File: src/sird_pkg.sv
// Purpose: constants and types for the status, interrupt and received-data block
// Assumes: 8-bit register address then 16 data bits on the serial port, msb first
// Notes:   offsets, field positions, reset values, bit groups, sizes and types live here
package sird_pkg;
   // ***********************************************************
   // register addresses
   // ***********************************************************
   localparam logic [7:0]  ADDR_AUX_ADC = 8'hb4;
   localparam logic [7:0]  ADDR_RX_WORD = 8'hc5;
   localparam logic [7:0]  ADDR_STATUS  = 8'hc6;
   localparam logic [7:0]  ADDR_PROG    = 8'hc8;
   localparam logic [7:0]  ADDR_TX_DATA = 8'hca;
   localparam logic [7:0]  ADDR_MASK    = 8'hce;
   // ***********************************************************
   // field positions
   // ***********************************************************
   localparam int B_IRQ     = 15;
   localparam int B_SELCALL = 13;
   localparam int B_CTCSS   = 11;
   localparam int B_DCS     = 10;
   localparam int B_ADC_HI  = 9;
   localparam int B_ADC_LO  = 8;
   localparam int B_TX_END  = 7;
   localparam int B_XFER    = 6;
   localparam int B_RATE_HI = 4;
   localparam int B_RATE_LO = 3;
   localparam int B_PAT_HI  = 2;
   localparam int B_PAT_LO  = 1;
   localparam int B_PROG    = 0;
   localparam int B_LAST    = 8;
   // ***********************************************************
   // reset values and bit groups
   // ***********************************************************
   localparam logic [15:0] STATUS_RESET  = 16'h0001;
   localparam logic [15:0] MASK_RESET    = 16'h0000;
   localparam logic [15:0] WORD_RESET    = 16'h0000;
   localparam logic [15:0] MASK_USED     = 16'h2fd9;
   localparam logic [15:0] KEEP_ON_READ  = 16'h0001;
   localparam logic [15:0] TONE_BITS     = 16'h2c00;
   localparam logic [15:0] STATUS_RSVD   = 16'h5020;
   localparam logic [4:0]  LAST_ADDR_BIT = 5'h07;
   localparam logic [4:0]  LAST_WORD_BIT = 5'h17;
   localparam logic [5:0]  CTCSS_NONE    = 6'h00;
   localparam logic [5:0]  CTCSS_INVALID = 6'h37;
   localparam int          FIFO_DEPTH    = 8;
   localparam int          RX_WIDTH      = 9;

   typedef struct packed {
      logic       crcOk;
      logic [7:0] data;
   } sird_rxbyte_type;

   typedef struct packed {
      logic [4:0] selcallCode;
      logic [2:0] dcsState;
      logic [5:0] ctcssCode;
   } sird_tone_type;

   typedef struct packed {
      logic        valid;
      logic        above;
      logic        below;
      logic [15:0] result;
   } sird_adc_type;

   typedef struct packed {
      logic       valid;
      logic [1:0] rate;
      logic [1:0] pattern;
   } sird_sync_type;

   typedef enum {SH_IDLE, SH_ADDR, SH_READ, SH_WRITE, SH_SKIP} sird_shift_type;
   typedef enum {TX_RUN, TX_FINISH, TX_HANG} sird_txend_type;
endpackage

File: src/sird_top.sv
// Purpose: status word, event mask, interrupt pin and received-data word
// Assumes: serial pins are asynchronous; event inputs share clk
// Notes:   received bytes pass an 8-word fifo before the host-visible word
`timescale 1ns/1ns

// ***********************************************************
// fifo
// ***********************************************************
module sird_fifo #(
   parameter int WIDTH = 9,
   parameter int DEPTH = 8
) (
   input  wire logic             clk,      // system clock
   input  wire logic             rst_b,    // async reset
   input  wire logic [WIDTH-1:0] inData,   // write word
   input  wire logic             inValid,  // write request
   output logic                  inReady,  // room free
   output logic      [WIDTH-1:0] outData,  // head word
   output logic                  outValid, // head present
   input  wire logic             outReady  // drain accepts
);
   localparam int AW = $clog2(DEPTH);
   logic [WIDTH-1:0] mem [DEPTH];
   logic [AW-1:0]    wrPtr_r;
   logic [AW-1:0]    rdPtr_r;
   logic [AW:0]      count_r;
   logic [AW:0]      count_nxt;
   logic             push;
   logic             pop;

   assign push      = inValid & inReady;
   assign pop       = outValid & outReady;
   assign count_nxt = count_r + (AW+1)'(push) - (AW+1)'(pop);
   assign outData   = mem[rdPtr_r];

   always_ff @(posedge clk) begin
      if (push) begin
         mem[wrPtr_r] <= inData;
      end
   end

   always_ff @(posedge clk or negedge rst_b) begin
      if (!rst_b) begin
         wrPtr_r  <= '0;
         rdPtr_r  <= '0;
         count_r  <= '0;
         inReady  <= 1'b0;
         outValid <= 1'b0;
      end else begin
         wrPtr_r  <= wrPtr_r + AW'(push);
         rdPtr_r  <= rdPtr_r + AW'(pop);
         count_r  <= count_nxt;
         inReady  <= count_nxt != (AW+1)'(DEPTH);
         outValid <= count_nxt != '0;
      end
   end
endmodule

module sird_top (
   input  wire logic                     clk,          // 250 MHz clock
   input  wire logic                     rst_b,        // async reset
   input  wire logic                     csN,          // serial select pin
   input  wire logic                     serialClk,    // serial clock pin
   input  wire logic                     cmdIn,        // serial data pin
   output logic                          replyOut,     // serial reply data
   output logic                          replyOe,      // reply drive enable
   output logic                          hostIrqOutN,  // interrupt pin
   input  wire logic                     spPowered,    // processing power bit
   input  wire logic                     txMode,       // transmit selected
   input  wire logic                     rxMode,       // receive selected
   input  wire sird_pkg::sird_tone_type  tone,         // tone decoder state
   input  wire sird_pkg::sird_adc_type   adc,          // aux adc reading
   input  wire sird_pkg::sird_sync_type  frameSync,    // frame sync found
   input  wire logic                     txByteNeeded, // modulator wants byte
   input  wire logic                     modByteDone,  // byte fully sent
   input  wire logic                     modBitDone,   // one bit sent
   input  wire sird_pkg::sird_rxbyte_type rxIn,        // decoded byte
   input  wire logic                     rxInValid,    // decoded byte strobe
   output logic                          rxInReady,    // fifo room
   input  wire logic                     progDone,     // programming finished
   output logic                          progWrite,    // programming word pulse
   output logic                          txDataWrite,  // tx data word pulse
   output logic                   [15:0] wordOut,      // written data word
   output logic                          modStop       // modulator off
);
   // ***********************************************************
   // pin synchronisers
   // ***********************************************************
   logic [1:0] csS_r;
   logic [2:0] sclkS_r;
   logic [1:0] cmdS_r;

   always_ff @(posedge clk or negedge rst_b) begin
      if (!rst_b) begin
         csS_r   <= 2'h3;
         sclkS_r <= 3'h0;
         cmdS_r  <= 2'h0;
      end else begin
         csS_r   <= {csS_r[0], csN};
         sclkS_r <= {sclkS_r[1:0], serialClk};
         cmdS_r  <= {cmdS_r[0], cmdIn};
      end
   end

   logic sclkRise;
   logic sclkFall;
   logic selected;
   assign selected = ~csS_r[1];
   assign sclkRise = sclkS_r[1] & ~sclkS_r[2];
   assign sclkFall = ~sclkS_r[1] & sclkS_r[2];

   // ***********************************************************
   // serial shifter
   // ***********************************************************
   sird_pkg::sird_shift_type shState_r;
   logic [4:0]  bitCnt_r;
   logic [15:0] inShift_r;
   logic [15:0] outShift_r;
   logic [7:0]  rdAddr_r;
   logic [15:0] status_r;
   logic [15:0] mask_r;
   logic [15:0] auxAdc_r;
   logic [15:0] rxWord_r;

   logic [15:0] shiftedIn;
   logic [7:0]  addrNow;
   logic        addrDone;
   logic        wordDone;
   logic        isRead;
   logic        isWrite;
   logic [15:0] readData;
   logic        statusRead;
   logic        commitProg;
   logic        commitTx;
   logic        commitMask;

   assign shiftedIn = {inShift_r[14:0], cmdS_r[1]};
   assign addrNow   = shiftedIn[7:0];
   assign addrDone  = sclkRise & selected & shState_r == sird_pkg::SH_ADDR & bitCnt_r == sird_pkg::LAST_ADDR_BIT;
   assign wordDone  = sclkRise & selected & shState_r == sird_pkg::SH_WRITE & bitCnt_r == sird_pkg::LAST_WORD_BIT;
   assign isRead    = addrNow == sird_pkg::ADDR_STATUS | addrNow == sird_pkg::ADDR_RX_WORD |
                      addrNow == sird_pkg::ADDR_AUX_ADC;
   assign isWrite   = addrNow == sird_pkg::ADDR_PROG | addrNow == sird_pkg::ADDR_TX_DATA |
                      addrNow == sird_pkg::ADDR_MASK;
   assign readData  = !spPowered ? sird_pkg::WORD_RESET :
                      addrNow == sird_pkg::ADDR_STATUS  ? status_r :
                      addrNow == sird_pkg::ADDR_RX_WORD ? rxWord_r : auxAdc_r;
   assign statusRead = addrDone & addrNow == sird_pkg::ADDR_STATUS;
   assign commitProg = wordDone & rdAddr_r == sird_pkg::ADDR_PROG;
   assign commitTx   = wordDone & rdAddr_r == sird_pkg::ADDR_TX_DATA;
   assign commitMask = wordDone & rdAddr_r == sird_pkg::ADDR_MASK;

   always_ff @(posedge clk or negedge rst_b) begin
      if (!rst_b) begin
         shState_r  <= sird_pkg::SH_IDLE;
         bitCnt_r   <= '0;
         inShift_r  <= '0;
         outShift_r <= '0;
         rdAddr_r   <= '0;
      end else if (!selected) begin
         shState_r <= sird_pkg::SH_IDLE;
         bitCnt_r  <= '0;
      end else begin
         case (shState_r)
            sird_pkg::SH_IDLE: begin
               shState_r <= sird_pkg::SH_ADDR;
            end
            sird_pkg::SH_ADDR, sird_pkg::SH_WRITE: begin
               if (sclkRise) begin
                  inShift_r <= shiftedIn;
                  bitCnt_r  <= bitCnt_r + 5'h01;
               end
               if (addrDone) begin
                  rdAddr_r   <= addrNow;
                  outShift_r <= readData;
                  shState_r  <= isRead ? sird_pkg::SH_READ :
                                isWrite ? sird_pkg::SH_WRITE : sird_pkg::SH_SKIP;
               end
               if (wordDone) begin
                  shState_r <= sird_pkg::SH_SKIP;
               end
            end
            sird_pkg::SH_READ: begin
               if (sclkFall) begin
                  outShift_r <= {outShift_r[14:0], 1'b0};
               end
            end
            sird_pkg::SH_SKIP: begin
               shState_r <= sird_pkg::SH_SKIP;
            end
            default: begin
               shState_r <= sird_pkg::SH_IDLE;
            end
         endcase
      end
   end

   always_ff @(posedge clk or negedge rst_b) begin
      if (!rst_b) begin
         replyOut    <= 1'b0;
         replyOe     <= 1'b0;
         progWrite   <= 1'b0;
         txDataWrite <= 1'b0;
         wordOut     <= '0;
      end else begin
         replyOut    <= outShift_r[15];
         replyOe     <= selected & shState_r == sird_pkg::SH_READ;
         progWrite   <= commitProg;
         txDataWrite <= commitTx;
         if (wordDone) begin
            wordOut <= shiftedIn;
         end
      end
   end

   // ***********************************************************
   // received byte path
   // ***********************************************************
   sird_pkg::sird_rxbyte_type fifoHead;
   logic fifoValid;
   logic drainReady;
   logic rxLoad;

   // word held still while the host shifts it out
   assign drainReady = ~(shState_r == sird_pkg::SH_READ & rdAddr_r == sird_pkg::ADDR_RX_WORD);
   assign rxLoad     = fifoValid & drainReady;

   sird_fifo #(
      .WIDTH(sird_pkg::RX_WIDTH),
      .DEPTH(sird_pkg::FIFO_DEPTH)
   ) rxFifo (
      .clk     (clk),
      .rst_b   (rst_b),
      .inData  (rxIn),
      .inValid (rxInValid),
      .inReady (rxInReady),
      .outData (fifoHead),
      .outValid(fifoValid),
      .outReady(drainReady)
   );

   always_ff @(posedge clk or negedge rst_b) begin
      if (!rst_b) begin
         rxWord_r <= sird_pkg::WORD_RESET;
         auxAdc_r <= sird_pkg::WORD_RESET;
      end else begin
         // newest byte overwrites, read or not
         // crc valid lands in bit nine
         if (rxLoad) begin
            rxWord_r <= {6'h00, fifoHead.crcOk, 1'b0, fifoHead.data};
         end
         if (adc.valid) begin
            auxAdc_r <= adc.result;
         end
      end
   end

   // ***********************************************************
   // transmit end sequencing
   // ***********************************************************
   sird_pkg::sird_txend_type txEnd_r;
   logic lastWrite;
   logic txEndPulse;
   assign lastWrite  = commitTx & shiftedIn[sird_pkg::B_LAST];
   assign txEndPulse = txEnd_r == sird_pkg::TX_HANG & modBitDone;

   always_ff @(posedge clk or negedge rst_b) begin
      if (!rst_b) begin
         txEnd_r <= sird_pkg::TX_RUN;
         modStop <= 1'b0;
      end else if (!txMode) begin
         txEnd_r <= sird_pkg::TX_RUN;
         modStop <= 1'b0;
      end else begin
         // current byte, one hang bit, stop
         case (txEnd_r)
            sird_pkg::TX_RUN: begin
               if (lastWrite) begin
                  txEnd_r <= sird_pkg::TX_FINISH;
               end else if (commitTx) begin
                  modStop <= 1'b0;
               end
            end
            sird_pkg::TX_FINISH: begin
               if (modByteDone) begin
                  txEnd_r <= sird_pkg::TX_HANG;
               end
            end
            sird_pkg::TX_HANG: begin
               if (modBitDone) begin
                  txEnd_r <= sird_pkg::TX_RUN;
                  modStop <= 1'b1;
               end
            end
            default: begin
               txEnd_r <= sird_pkg::TX_RUN;
            end
         endcase
      end
   end

   // ***********************************************************
   // event detection
   // ***********************************************************
   sird_pkg::sird_tone_type prevTone_r;
   logic        progFlag_r;
   logic        selcallChg;
   logic        ctcssChg;
   logic        dcsChg;
   logic        progRise;
   logic [15:0] sets;
   logic [15:0] rising;
   logic [15:0] cleared;
   logic [15:0] status_nxt;
   logic        irqSet;

   assign selcallChg = tone.selcallCode != prevTone_r.selcallCode;
   assign ctcssChg   = tone.ctcssCode != prevTone_r.ctcssCode &
                       ~(prevTone_r.ctcssCode == sird_pkg::CTCSS_NONE &
                         tone.ctcssCode == sird_pkg::CTCSS_INVALID);
   // turn-off tone lives in the dcs state
   assign dcsChg     = tone.dcsState != prevTone_r.dcsState;
   assign progRise   = progDone & ~progFlag_r;

   always_comb begin
      sets = 16'h0000;
      sets[sird_pkg::B_SELCALL] = selcallChg & ~txMode;
      sets[sird_pkg::B_CTCSS]   = ctcssChg & ~txMode;
      sets[sird_pkg::B_DCS]     = dcsChg & ~txMode;
      sets[sird_pkg::B_ADC_HI]  = adc.valid & adc.above;
      sets[sird_pkg::B_ADC_LO]  = adc.valid & adc.below;
      sets[sird_pkg::B_TX_END]  = txEndPulse & txMode;
      sets[sird_pkg::B_XFER]    = (txMode & txByteNeeded) | (rxMode & ~txMode & rxLoad);
      sets[sird_pkg::B_RATE_HI] = frameSync.valid & frameSync.rate[1];
      sets[sird_pkg::B_RATE_LO] = frameSync.valid & frameSync.rate[0];
      sets[sird_pkg::B_PAT_HI]  = frameSync.valid & frameSync.pattern[1];
      sets[sird_pkg::B_PAT_LO]  = frameSync.valid & frameSync.pattern[0];
   end

   assign rising  = sets & ~status_r;
   // prog enable fires on rising flag
   assign irqSet  = |(rising & mask_r & sird_pkg::MASK_USED) | (progRise & mask_r[sird_pkg::B_PROG]);
   assign cleared = statusRead ? (status_r & sird_pkg::KEEP_ON_READ) : status_r;

   always_comb begin
      status_nxt = cleared | sets;
      if (frameSync.valid) begin
         status_nxt[sird_pkg::B_RATE_HI:sird_pkg::B_PAT_LO] = {frameSync.rate, frameSync.pattern};
      end
      if (txMode) begin
         status_nxt = status_nxt & ~sird_pkg::TONE_BITS;
      end
      if (!txMode) begin
         status_nxt[sird_pkg::B_TX_END] = 1'b0;
      end
      status_nxt[sird_pkg::B_IRQ]  = cleared[sird_pkg::B_IRQ] | irqSet;
      status_nxt[sird_pkg::B_PROG] = progFlag_r;
      status_nxt = status_nxt & ~sird_pkg::STATUS_RSVD;
   end

   always_ff @(posedge clk or negedge rst_b) begin
      if (!rst_b) begin
         prevTone_r  <= '0;
         progFlag_r  <= 1'b1;
         status_r    <= sird_pkg::STATUS_RESET;
         mask_r      <= sird_pkg::MASK_RESET;
         hostIrqOutN <= 1'b1;
      end else begin
         prevTone_r <= tone;
         // completion wins over a same-cycle write
         // early writes still clear the flag
         if (progDone) begin
            progFlag_r <= 1'b1;
         end else if (commitProg) begin
            progFlag_r <= 1'b0;
         end
         status_r <= status_nxt;
         if (commitMask) begin
            mask_r <= shiftedIn;
         end
         hostIrqOutN <= ~(status_nxt[sird_pkg::B_IRQ] & mask_r[sird_pkg::B_IRQ]);
      end
   end
endmodule

File: config.mk
export PLATFORM = sky130hd
export DESIGN_NAME = sird_top
export DESIGN_NICKNAME = d
export VERILOG_FILES = /design/src/sird_pkg.sv /design/src/sird_top.sv
export SDC_FILE = /design/constraint.sdc
export NUM_CORES = 1
export LEC_CHECK = 0
export BUFFER_PORTS_ARGS = -buffer_cell sky130_fd_sc_hd__buf_2
export CORE_MARGIN = 2
export CORE_UTILIZATION = 45
export DETAILED_ROUTE_END_ITERATION = 7
export SLEW_MARGIN = 40
export SYNTH_ARGS = -nofsm -noshare
export SYNTH_HDL_FRONTEND = slang
export SYNTH_HIERARCHICAL = 1
export SYNTH_SLANG_ARGS = --single-unit
File: constraint.sdc
create_clock -name clk -period 5 [get_ports clk]
set_input_delay 0.5 -clock clk [delete_from_list [all_inputs] [get_ports clk]]
set_output_delay 0.5 -clock clk [all_outputs]
set_load 0.005 [all_outputs]
==> reports/metrics.yaml <==
status:
  status: "finished clean"
critical_path:
  arrival_ns: 3.14
  cp_max_fo: 20
  cp_data_required_time_ns: 5.41
  cp-end-kind: "register"
  crit_type: "reg2reg"
  start_kind: "register"
pwr:
  power.density_nw_per_um2: 438
  p_leak_uw: 0.00473
  vdd.ir_drop.worst_mv: 0.312
timing:
  rsz0062_at_grt: "false"
  fin_skew_ns: 0.0137
  period_minus_slack_ns: 2.73
  finalSetupViolCount: 0
  clock.fmax_ghz: 0.366
  timing.final.crit_share_pct: 54.6
  worstMarginPinSlew_ns: 0.734
  final_max_slew_viol_count: 0
  fin_tns_setup_ns: 0
  finalHoldViolCount: 0
  relSlewSlack_pct: 51.1
  holdWs_ns: 0.0847
  setup_slack_ns: 2.27
placed_design:
  dp_hpwl_mm: 13.1
  placed_cell_area_um2: 10100
  port_buffers: 82
  dp_slack_ns: 2.27
  gp_congestion: 0.786
detailed_routing:
  firstDrtPassIters: 4
  ant_nets: 0
  routed_wl_mm: 19.0
  vias: 5475
  drc: 0
  wl_per_cell_um: 18.8
  avgViaCountPerCell: 5.40
  drt_iter0_drc: 273
global_routing:
  track_usage_pct: 17.7
  grt_pass1_wl_mm: 30.8
  grt_max_degree: 113
  antenna_found_initial: 0
  overflow: 0
  grt_pass1_vias: 5747
die:
  die_w_um: 149
  initial_core_util_pct: 46.2
  fp-row-count: 52
  die_h_um: 149
  num_io_pins: 83
  dieArea_um2: 22100
  core_area_um2: 20400
logic_synthesis:
  synth.ff_latch_count: 226
  yosys_warnings: 6
  synth_edf_count: 72
  postSynthCellCount: 643
  synth_async_sr_flop_share_pct: 68.1
  syn_area_um2: 9420
  ys.flop_type: "dfrtp_1"
  syn_area_per_cell_um2: 14.6
  synth.distinct_cells: 66
  syn-num-nets: 711
  ys_seq_area_share_pct: 64.0
finish:
  fillers: 1698
  area_growth_pct: 15.7
  finalNetCount: 795
  fin_area_um2: 10900
  antenna_cells: 0
  drive_gt1_share_pct: 32.1
  final_cell_mix: "dfrtp_1, mux2_2, buf_2"
  layout_commonest_cell: "dfrtp_1"
clock_network:
  root_buffer: "clkbuf_16"
  cts_inserted_buffers: 24
  clockBufferDepth: 3
  clk_latency_ns: 0.52
  cts_setup_buffers: 0
  cts_tree: "built"
  htreeDepth: 1
  clock-sinks: 226
  path_clk_slew_ns: 0.06
hold_path:
  min-delay-path-class: "in2reg"
job:
  drv_cap: 0
## path summary, 6_finish.rpt
check / startpoint / endpoint / slack [ns] / cells after the start
min in group asynchronous: rst_b / shState_r[1] / 0.44 / 2
min: csN / csS_r[0] / 0.08 / 1
max in group asynchronous: rst_b / status_r[0] / 3.70 / 3
min reg2reg: cmdS_r[0] / cmdS_r[1] / 0.35 / 0
max: shState_r[1] / rxFifo/outValid / 2.27 / 12
max reg2reg: shState_r[1] / rxFifo/outValid / 2.27 / 12
## registers in the layout (all words and copies together), names as in the netlist, 4 cells and up
signal,count
rxFifo/mem,72
auxAdc_r,16
outShift_r,16
wordOut,16
inShift_r,15
prevTone_r,14
status_r,13
mask_r,11
rxWord_r,9
rdAddr_r,8
bitCnt_r,5
rxFifo/count_r,4
## layer usage
metal / routed length [um] / GRT usage, % / up-vias / part of all wire (%)
met5: 0 / 0 / - / 0
met4: 282 / 3.81 / 0 / 1.5
met3: 832 / 3.22 / 22 / 4.4
met2: 9680 / 30.8 / 101 / 51
met1: 8220 / 23.3 / 2789 / 43
li1: - / - / 2563 / -
## worst max-delay path, stage by stage (launching register included)
cell and delay, ns:
dfrtp_1 0.44, nor3b_2 0.19, buf_4 0.27, nand3_1 0.19
nand2_1 0.14, nand3_1 0.08, nand2_1 0.08, ha_1 0.16
inv_1 0.06, fa_1 0.47, inv_1 0.05, nor3_1 0.25
a21bo_2 0.26
## final cells by class
class	count	area, um2	area share [%]
Inverter	18	67.6	0.620
Multi-Input combinational cell	370	3230	29.6
Sequential cell	226	6020	55.3
Tap cell	270	338	3.10
Timing Repair Buffer	87	480	4.41
Clock inverter	17	140	1.29
Clock buffer	26	618	5.67
## synth_stat cells (10+ instances only)
cell type | count | area share, %
dfrtp_1 | 149 | 40
mux2_2 | 86 | 10
edfxtp_1 | 72 | 23
nand2_1 | 46 | 1.8
o21ai_0 | 31 | 1.6
nor2_1 | 28 | 1.1
inv_1 | 18 | 0.72
mux4_1 | 18 | 5.0
xor2_1 | 14 | 1.3
a21oi_1 | 11 | 0.58
buf_2 | 11 | 0.58
clkbuf_1 | 11 | 0.44
nor3_1 | 11 | 0.58
a22oi_1 | 10 | 0.80
xnor2_1 | 10 | 0.93
## logic make-up (layout without fill, tap and decap cells)
| group | after synthesis | in the layout | synth area share [%] |
|---|---|---|---|
| flops | 226 | 226 | 64.0 |
| fa+ha+maj | 8 | 8 | 1.14 |
| simple gates | 136 | 136 | 7.83 |
| mux | 113 | 113 | 16.3 |
| buf+inv | 47 | 148 | 2.30 |
| xor+xnor | 24 | 24 | 2.23 |
| compound gates | 89 | 89 | 6.27 |
## power by group
group | switching, uW | internal [uW] | total [uW]
clock | 699 | 993 | 1690
sequential | 226 | 2130 | 2360
combinational | 320 | 400 | 720
## what timing repair did
action                                 in CTS  in global routing
endpoints found under the hold margin       0                 33
gates resized for setup                     0                  0
hold buffers                                0                  1
## through the flow
step / std cells / power, uW / util (%)
3_5_place_dp: 969 / 3120 / 49.6
3_3_place_gp: 969 / 3060 / 49.4
5_1_grt: 1014 / 5000 / 53.5
6_report: 1014 / 4770 / 53.5
2_1_floorplan: 643 / 2850 / -
4_1_cts: 1012 / 4830 / 53.3
Power figures use the tool's default switching activity.
